### config.mk
export PLATFORM = sky130hd
export DESIGN_NAME = fess_host
export DESIGN_NICKNAME = d
export VERILOG_FILES = /design/src/hdl/fess_host.v
export VERILOG_INCLUDE_DIRS = /design/src /design/src/include
export SDC_FILE = /design/constraint.sdc
export NUM_CORES = 1
export LEC_CHECK = 0
export ABC_CLOCK_PERIOD_IN_PS = 1820
export BUFFER_PORTS_ARGS = -buffer_cell sky130_fd_sc_hd__buf_4
export CAP_MARGIN = 20
export CORE_ASPECT_RATIO = 1.25
export CORE_UTILIZATION = 34
export CTS_BUF_LIST = sky130_fd_sc_hd__clkbuf_8
export DETAILED_ROUTE_END_ITERATION = 16
export PLACE_DENSITY_LB_ADDON = 0.25
export RECOVER_POWER = 50
export SLEW_MARGIN = 20
export SYNTH_ARGS = -nofsm -noshare
export SYNTH_HDL_FRONTEND = slang
export SYNTH_SLANG_ARGS = --single-unit
### constraint.sdc
create_clock -name core_clk -period 1.82 [get_ports core_clk]
set_input_delay 0.273 -clock core_clk [delete_from_list [all_inputs] [get_ports core_clk]]
set_output_delay 0.273 -clock core_clk [all_outputs]
set_load 0.05 [all_outputs]
### src/include/fess_defs.vh
// Constants for the flash erase status sequencer host controller
`ifndef FESS_DEFS_VH
`define FESS_DEFS_VH

// Flash command bytes
`define FESS_CMD_READ_STATUS   8'h70
`define FESS_CMD_BLOCK_SETUP   8'h20
`define FESS_CMD_CHIP_SETUP    8'h30
`define FESS_CMD_CONFIRM       8'hD0
`define FESS_CMD_READ_ARRAY    8'hFF
`define FESS_CMD_CLEAR_STATUS  8'h50

// Status register bit positions
`define FESS_SR_READY          7
`define FESS_SR_ERASE_SUSP     6
`define FESS_SR_ERASE_ERR      5
`define FESS_SR_PROG_ERR       4
`define FESS_SR_VOLT_ERR       3
`define FESS_SR_PROG_SUSP      2
`define FESS_SR_PROTECT        1
`define FESS_SR_MASK           8'hFE

// Host register indices
`define FESS_REG_CTRL          2'h0
`define FESS_REG_ADDR          2'h1
`define FESS_REG_STAT          2'h2
`define FESS_REG_FLASH_SR      2'h3

// Control register fields
`define FESS_CTRL_GO           0
`define FESS_CTRL_CHIP         1
`define FESS_CTRL_CLEAR        2
`define FESS_CTRL_LAST         3

// Bus cycle timing, in core clocks
`define FESS_WE_CYCLES         4'h3
`define FESS_RD_CYCLES         4'h4

`endif

### src/hdl/fess_host.v
// Host controller that sequences flash block and chip erases and checks status
//
// Design decisions made here: the register offsets and strobed register access.
`timescale 1ns/1ps
`include "fess_defs.vh"

module fess_host #(
	parameter AW = 21
) (
	// Clock and reset
	input  wire          core_clk,
	input  wire          rst_n,
	// Software register port
	input  wire [1:0]    reg_addr,
	input  wire [31:0]   reg_wdata,
	input  wire          reg_wr,
	input  wire          reg_rd,
	output reg  [31:0]   reg_rdata,
	// Flash bus
	output reg  [AW-1:0] flash_addr,
	output reg  [7:0]    flash_dq_out,
	input  wire [7:0]    flash_dq_in,
	output reg           flash_dq_oe_n,
	output reg           flash_ce_n,
	output reg           flash_we_n,
	output reg           flash_oe_n,
	input  wire          ready_busy_pin
);

////////////////////////////////////////////////////////////////////////////////
localparam S_IDLE   = 4'h0;
localparam S_STAT   = 4'h1;
localparam S_POLL0  = 4'h2;
localparam S_SETUP  = 4'h3;
localparam S_CONF   = 4'h4;
localparam S_POLL1  = 4'h5;
localparam S_CHECK  = 4'h6;
localparam S_CLEAR  = 4'h7;
localparam S_ARRAY  = 4'h8;
localparam S_WRITE  = 4'h9;
localparam S_READ   = 4'hA;

reg  [3:0]    state_ff;
reg  [3:0]    ret_ff;
reg  [3:0]    cnt_ff;
reg           chip_ff;
reg           last_ff;
reg           busy_ff;
reg           done_ff;
reg  [7:0]    sr_ff;
reg  [AW-1:0] blk_ff;
reg  [2:0]    rb_sync_ff;
reg           rb_ff;
reg  [7:0]    err_ff;

// Error summary: bit0 sequence, bit1 erase, bit2 voltage, bit3 protect
function [3:0] fess_errs;
	input [7:0] sr;
	reg   [7:0] m;
	begin
		m = sr & `FESS_SR_MASK;
		fess_errs[0] = m[`FESS_SR_ERASE_ERR] & m[`FESS_SR_PROG_ERR];
		fess_errs[1] = m[`FESS_SR_ERASE_ERR] & ~m[`FESS_SR_PROG_ERR];
		fess_errs[2] = m[`FESS_SR_VOLT_ERR];
		fess_errs[3] = m[`FESS_SR_PROTECT];
	end
endfunction

wire [3:0] errs = fess_errs(sr_ff);

// Pin filter: ready/busy level moves only once the last two stages agree
always @(posedge core_clk or negedge rst_n) begin
	if (!rst_n) begin
		rb_sync_ff <= 3'h7;
		rb_ff      <= 1'b1;
	end else begin
		rb_sync_ff <= {rb_sync_ff[1:0], ready_busy_pin};
		if (rb_sync_ff[2] == rb_sync_ff[1])
			rb_ff <= rb_sync_ff[2];
	end
end

////////////////////////////////////////////////////////////////////////////////
// Register read port
always @(posedge core_clk or negedge rst_n) begin
	if (!rst_n) begin
		reg_rdata <= 32'h0000_0000;
	end else if (reg_rd) begin
		case (reg_addr)
			`FESS_REG_CTRL:     reg_rdata <= {28'h000_0000, last_ff, 1'b0, chip_ff, 1'b0};
			`FESS_REG_ADDR:     reg_rdata <= {{(32-AW){1'b0}}, blk_ff};
			`FESS_REG_STAT:     reg_rdata <= {20'h0_0000, err_ff, rb_ff,
						done_ff, busy_ff, 1'b0};
			`FESS_REG_FLASH_SR: reg_rdata <= {24'h00_0000, sr_ff & `FESS_SR_MASK};
			default:            reg_rdata <= 32'h0000_0000;
		endcase
	end else begin
		reg_rdata <= 32'h0000_0000;
	end
end

////////////////////////////////////////////////////////////////////////////////
// Erase sequencer and flash bus cycles
always @(posedge core_clk or negedge rst_n) begin
	if (!rst_n) begin
		state_ff      <= S_IDLE;
		ret_ff        <= S_IDLE;
		cnt_ff        <= 4'h0;
		chip_ff       <= 1'b0;
		last_ff       <= 1'b0;
		busy_ff       <= 1'b0;
		done_ff       <= 1'b0;
		sr_ff         <= 8'h00;
		blk_ff        <= {AW{1'b0}};
		err_ff        <= 8'h00;
		flash_addr    <= {AW{1'b0}};
		flash_dq_out  <= 8'h00;
		flash_dq_oe_n <= 1'b1;
		flash_ce_n    <= 1'b1;
		flash_we_n    <= 1'b1;
		flash_oe_n    <= 1'b1;
	end else begin
		if (reg_wr && reg_addr == `FESS_REG_ADDR && !busy_ff)
			blk_ff <= reg_wdata[AW-1:0];
		case (state_ff)
			S_IDLE: begin
				if (reg_wr && reg_addr == `FESS_REG_CTRL) begin
					chip_ff <= reg_wdata[`FESS_CTRL_CHIP];
					last_ff <= reg_wdata[`FESS_CTRL_LAST];
					if (reg_wdata[`FESS_CTRL_CLEAR]) begin
						busy_ff <= 1'b1;
						done_ff <= 1'b0;
						err_ff  <= 8'h00;
						flash_dq_out <= `FESS_CMD_CLEAR_STATUS;
						ret_ff  <= S_IDLE;
						state_ff <= S_WRITE;
					end else if (reg_wdata[`FESS_CTRL_GO]) begin
						busy_ff <= 1'b1;
						done_ff <= 1'b0;
						flash_dq_out <= `FESS_CMD_READ_STATUS;
						ret_ff  <= S_POLL0;
						state_ff <= S_WRITE;
					end
				end
			end
			S_POLL0: begin
				ret_ff <= S_POLL0;
				state_ff <= S_READ;
			end
			S_SETUP: begin
				flash_dq_out <= chip_ff ? `FESS_CMD_CHIP_SETUP : `FESS_CMD_BLOCK_SETUP;
				ret_ff   <= S_CONF;
				state_ff <= S_WRITE;
			end
			S_CONF: begin
				flash_dq_out <= `FESS_CMD_CONFIRM;
				flash_addr   <= chip_ff ? {AW{1'b0}} : blk_ff;
				ret_ff   <= S_POLL1;
				state_ff <= S_WRITE;
			end
			S_POLL1: begin
				ret_ff <= S_POLL1;
				state_ff <= S_READ;
			end
			S_CHECK: begin
				// Sticky device bits accumulate; report on each erase
				err_ff   <= {4'h0, errs};
				flash_dq_out <= `FESS_CMD_READ_ARRAY;
				ret_ff   <= S_IDLE;
				state_ff <= last_ff ? S_WRITE : S_IDLE;
				if (!last_ff) begin
					busy_ff <= 1'b0;
					done_ff <= 1'b1;
				end
			end
			S_WRITE: begin
				flash_ce_n    <= 1'b0;
				flash_we_n    <= 1'b0;
				flash_dq_oe_n <= 1'b0;
				cnt_ff   <= cnt_ff + 4'h1;
				if (cnt_ff == `FESS_WE_CYCLES) begin
					flash_ce_n    <= 1'b1;
					flash_we_n    <= 1'b1;
					flash_dq_oe_n <= 1'b1;
					cnt_ff   <= 4'h0;
					state_ff <= ret_ff;
					if (ret_ff == S_IDLE) begin
						busy_ff <= 1'b0;
						done_ff <= 1'b1;
					end
				end
			end
			S_READ: begin
				flash_ce_n <= 1'b0;
				flash_oe_n <= 1'b0;
				cnt_ff <= cnt_ff + 4'h1;
				if (cnt_ff == `FESS_RD_CYCLES) begin
					flash_ce_n <= 1'b1;
					flash_oe_n <= 1'b1;
					cnt_ff <= 4'h0;
					sr_ff  <= flash_dq_in;
					if (flash_dq_in[`FESS_SR_READY])
						state_ff <= (ret_ff == S_POLL0) ? S_SETUP : S_CHECK;
					else
						state_ff <= ret_ff;
				end
			end
			default: state_ff <= S_IDLE;
		endcase
	end
end

endmodule // fess_host

# == Yosys cells after proc, flatten, opt, wreduce, memory -nomap -nowiden ==
# Cells that the tools add are included.
# op_classes
n_eq_ne,21
n_mux,44
n_addsub,1
bitwise_logic,3
reduce_logical,22
# op_table
operator,count
$pmux 32 s4,1
$mux 4,12
$mux 8,5
$mux 32,1
$pmux 8 s4,1
$pmux 4 s6,1
$mux 21,1
$pmux 4 s5,1
$eq 4x2->1 const B,4
$eq 4x3->1 const B,4
$pmux 8 s2,1
$mux 1,14
$ne 2x2->1 const B,6
$reduce_and 3->1,3
$eq 4x4->1 const B,2
$logic_not 4->1,2
$pmux 4 s2,1
$pmux 1 s3,2
$reduce_and 6->1,1
$reduce_or 2->1,3
$mux 5,1
$reduce_bool 5->1,1
$add 4x1->4 const B,1
$eq 2x2->1 const B,2
15 further kinds,20
# word_totals
out_inout_bits,65
in_bits,47
regBits,121
word_cells,109

# == Depth between registers and ports, before layout ==
# logic_depth
depth_word,5
depth_mapped,6
mapped_depth_nobuf,6

# == Worst setup path after synthesis ==
# OpenSTA, ideal clock, no wires.
# synth_path
path_type,register to register
startpoint,register cnt_ff[0]
endpoint,register busy_ff
setup_ns,0.118
t_arrival_ns,1.412
path_slack_ns,0.290
stages_incl_launch_ff,6
required_time_ns,1.702
n_path_buf,0
synth_period_minus_slack_ns,1.530
path_cell_list,dfrtp_1 -> ha_1 -> nor3b_2 -> nor4b_1 -> o221ai_2 -> a21o_1
# synth_via
elab_chain_cells,3
# synth_lines
element,line,rtl
start: declaration,fess_host.v:45,reg [3:0] cnt_ff;
start signal: assignment,fess_host.v:180,cnt_ff <= cnt_ff + 4'h1;
start signal: assignment,fess_host.v:196,cnt_ff <= cnt_ff + 4'h1;
$eq 4x2->1 (no line),-,
$ne 2x2->1 (no line),-,
$reduce_and 6->1 (no line),-,
end signal: assignment,fess_host.v:111,busy_ff <= 1'b0;
end signal: assignment,fess_host.v:131,busy_ff <= 1'b1;
end signal: assignment,fess_host.v:138,busy_ff <= 1'b1;
end: declaration,fess_host.v:48,reg busy_ff;
# No other way between the ends.
# A chain may end at the register's enable or synchronous reset.

# == Worst setup path in the final report ==
# layout_path
startpoint,register state_ff[0]
endpoint,register sr_ff[2]
# layout_via
elab_chain_cells,2
# layout_lines
element,line,rtl
start: declaration,fess_host.v:43,reg [3:0] state_ff;
start signal: assignment,fess_host.v:170,state_ff <= last_ff ? S_WRITE : S_IDLE;
start signal: assignment,fess_host.v:186,state_ff <= ret_ff;
start signal: assignment,fess_host.v:203,state_ff <= (ret_ff == S_POLL0) ? S_SETUP : S_CHECK;
$eq 4x4->1,fess_host.v:125,case (state_ff)
$reduce_and 2->1 (no line),-,
end signal: assignment,fess_host.v:201,sr_ff <= flash_dq_in;
end: declaration,fess_host.v:50,reg [7:0] sr_ff;
# No other way between the ends.

==> flow_summary.toml <==
[cts]
cts-resized-gates = 0
h-tree-depth = 3
clk_latency_ns = 0.38
clock-root-buffer = "clkbuf_8"
cts_sinks = 101
post_cts_buffers = 0
clk_pin_slew_worst_paths_ns = 0.11
clk_path_buf_depth = 2
cts_buffers = 9
cts_hold_buffers = 2
tritoncts = "done"

[yosys]
avgSynthCellArea_sq_um = 11.50
yosysUniqueCellTypes = 65
ys_top_cells_by_area = "dfrtp_1, mux2_2, dfstp_2"
yosysTopAreaCell = "dfrtp_1"
netlist.area_leader.share_pct = 50.25
synth_edf_count = 0
syn_inst = 407
synth-seq-cells = 101
yosysMostFrequentCell = "dfrtp_1"
netlist_top_cells_count = "dfrtp_1, nand2_1, mux2_2"
ys_seq_area_share_pct = 54.18
ys.flop_type = "dfrtp_1"
syn_area_sq_mm = 0.004681
yosys_warnings = 0
synthArstFlopShare_pct = 100.0

[placed_design]
gp_congestion = 0.8908
hpwlAfterDp_mm = 7.508
port_buffers = 88

[sta]
post-route-period-util_pct = 91.00
setup_viol = 0
maxSlewHeadroom_pct = 42.52
hold_viol = 0
setup_tns_ns = 0
hold_slack_ns = 0.1143
max_clock_freq_ghz = 0.6038
slew_viol_final = 0
rsz0062_at_grt = "no"
finalClockSkew_ns = 0.01343
tightest_slew_ns = 0.8622
fin_crit_ns = 1.656

[die]
fp.coreArea_sq_mm = 0.01335
dieArea_sq_mm = 0.01424
rows = 47
initial_utilization_pct = 35.06
die_w_microns = 106.9
io_pins = 112
die_h_microns = 133.2

[worst_setup_path]
critical_path_buf_inv_count = 1
cpPeakStageDelay_ns = 0.48
crit_required_ns = 2.08
critPathMaxFanout = 8
criticalPathCategory = "reg -> reg"
cp-start-kind = "register"
crit_chain = "nand4bb_1, nor2_2, buf_4, mux2_2"
critPathSlowestCell = "dfrtp_1"
arrival_ns = 1.92
cp_top_family = "simple AND/OR/NAND/NOR gates"
critPathCaptureType = "register"

[cells_and_area]
diodes = 0
syn_to_final_growth_pct = 21.46
drive_above_1_share_pct = 34.06
fin_nets = 546

[global_route]
grt_start_max_net_pins = 44
grt_pass1_wl_mm = 16.84
grt-ovfl-total = 0
grtUsageTotal_pct = 15.22
grt_pass1_vias = 3351
grt_antenna_before_repair = 0

[routing]
wl_per_cell_microns = 15.24
drc = 0
routed_via_density = 4.868
dr.pass1.iters = 4
drt_iter0_markers = 73
drtAntennaViolNets = 0
routed_wl_mm = 10.26
vias = 3276

[outcome]
status = "complete, no violations"

[power_and_ir_drop]
total_power_w = 0.006955
irDropWorstVdd_v = 0.0005410
p_leak_nw = 2.724
powerDensity_mw_per_mm2 = 1223

[flow_run]
cap_violations = 0

[hold_path]
min_path_type = "in -> reg"
-- cells in the final DEF, fill, tap and decap left out, drive strengths merged, types with 3 or more instances in the layout --
master / n
a21o: 5
a21oi: 16
a22o: 3
a22oi: 5
a31oi: 3
and2: 3
and2b: 3
and3: 17
buf: 98
clkbuf: 19
conb: 11
dfrtp: 94
dfstp: 7
inv: 14
mux2: 36
nand2: 36
nand2b: 25
nand3: 5
nor2: 12
nor2b: 11
nor3b: 3
o21ai: 28
o22ai: 3
xor2: 3
-- metal layers --
metal / vias up / GRT usage (%) / routed length, microns
met5: - / 0 / 0
met4: 0 / 6.393 / 206
met3: 15 / 2.153 / 436
met2: 88 / 26.09 / 5189
met1: 1595 / 19.07 / 4425
li1: 1578 / - / -
-- worst register-to-register path, delay by kind of cell, from the launching register on --
family / cells / cell delay (ns)
and+or+nand+nor: 2 / 0.55
DFF: 1 / 0.48
muxes: 1 / 0.34
buffers and inverters: 1 / 0.18
-- cells by family (layout without fill, tap and decap cells) --
kind of cell / Yosys count / in the layout / synth area share (%)
buffers and inverters: 49 / 134 / 6.950
and+or+nand+nor: 131 / 131 / 16.28
xor gates and xnor gates: 3 / 3 / 0.5614
other: 1 / 11 / 0.08012
DFF: 101 / 101 / 54.18
muxes: 40 / 40 / 10.29
AOI/OAI and AO/OA: 79 / 79 / 10.91
adders and majority gates: 3 / 3 / 0.7484
-- flip-flops by register name (all words and copies together), names as in the netlist --
name          flops
blk_ff           21
flash_addr       21
reg_rdata        21
sr_ff             7
flash_dq_out      5
cnt_ff            4
err_ff            4
state_ff          4
rb_sync_ff        3
ret_ff            3
busy_ff           1
chip_ff           1
done_ff           1
flash_ce_n        1
flash_oe_n        1
flash_we_n        1
last_ff           1
rb_ff             1
-- metrics by stage --
stage | worst slack [ns] | cells | area, sq um | utilization (%)
after CTS | 0.1427 | 673 | 5712 | 42.79
after detailed placement | 0.1591 | 655 | 5494 | 41.16
final | 0.1638 | 673 | 5685 | 42.59
after global routing | 0.02947 | 673 | 5685 | 42.59
after global placement | 0.1966 | 655 | 5494 | 41.16
after floorplan | 0.2897 | 417 | 4718 | -
-- report_power, final --
| group | internal, W | switching, W | total, W | leakage [nW] |
|---|---|---|---|---|
| logic | 0.000990 | 0.00141 | 0.00240 | 1.31 |
| registers | 0.00276 | 0.000375 | 0.00313 | 1.31 |
| clock network | 0.000576 | 0.000846 | 0.00142 | 0.103 |
| total | 0.00432 | 0.00263 | 0.00695 | 2.72 |
-- area by class of cell --
| class | count | area (sq um) |
|---|---|---|
| Sequential cell | 101 | 2536 |
| Inverter | 9 | 33.78 |
| Tap cell | 171 | 214.0 |
| Timing Repair Buffer | 109 | 847.1 |
| Clock buffer | 10 | 137.6 |
| Multi-Input combinational cell | 267 | 1857 |
| Clock inverter | 6 | 60.06 |
| Fill cell | 1287 | 7664 |
-- path summary, 6_finish.rpt --
path	from	endpoint	slack (ns)	cells after the start
hold reg to reg	rb_sync_ff[0]$_DFF_PN1_	rb_sync_ff[1]$_DFF_PN1_	0.35	0
max in group asynchronous	rst_n	state_ff[3]$_DFFE_PN0P_	0.36	3
hold / removal	reg_wdata[18]	blk_ff[18]$_DFFE_PN0P_	0.11	2
setup / recovery	state_ff[0]$_DFFE_PN0P_	sr_ff[2]$_DFFE_PN0P_	0.16	4
min in group asynchronous	rst_n	flash_addr[10]$_DFFE_PN0P_	0.53	2
setup reg to reg	state_ff[0]$_DFFE_PN0P_	sr_ff[2]$_DFFE_PN0P_	0.16	4
(Power assumes the default switching activity.)
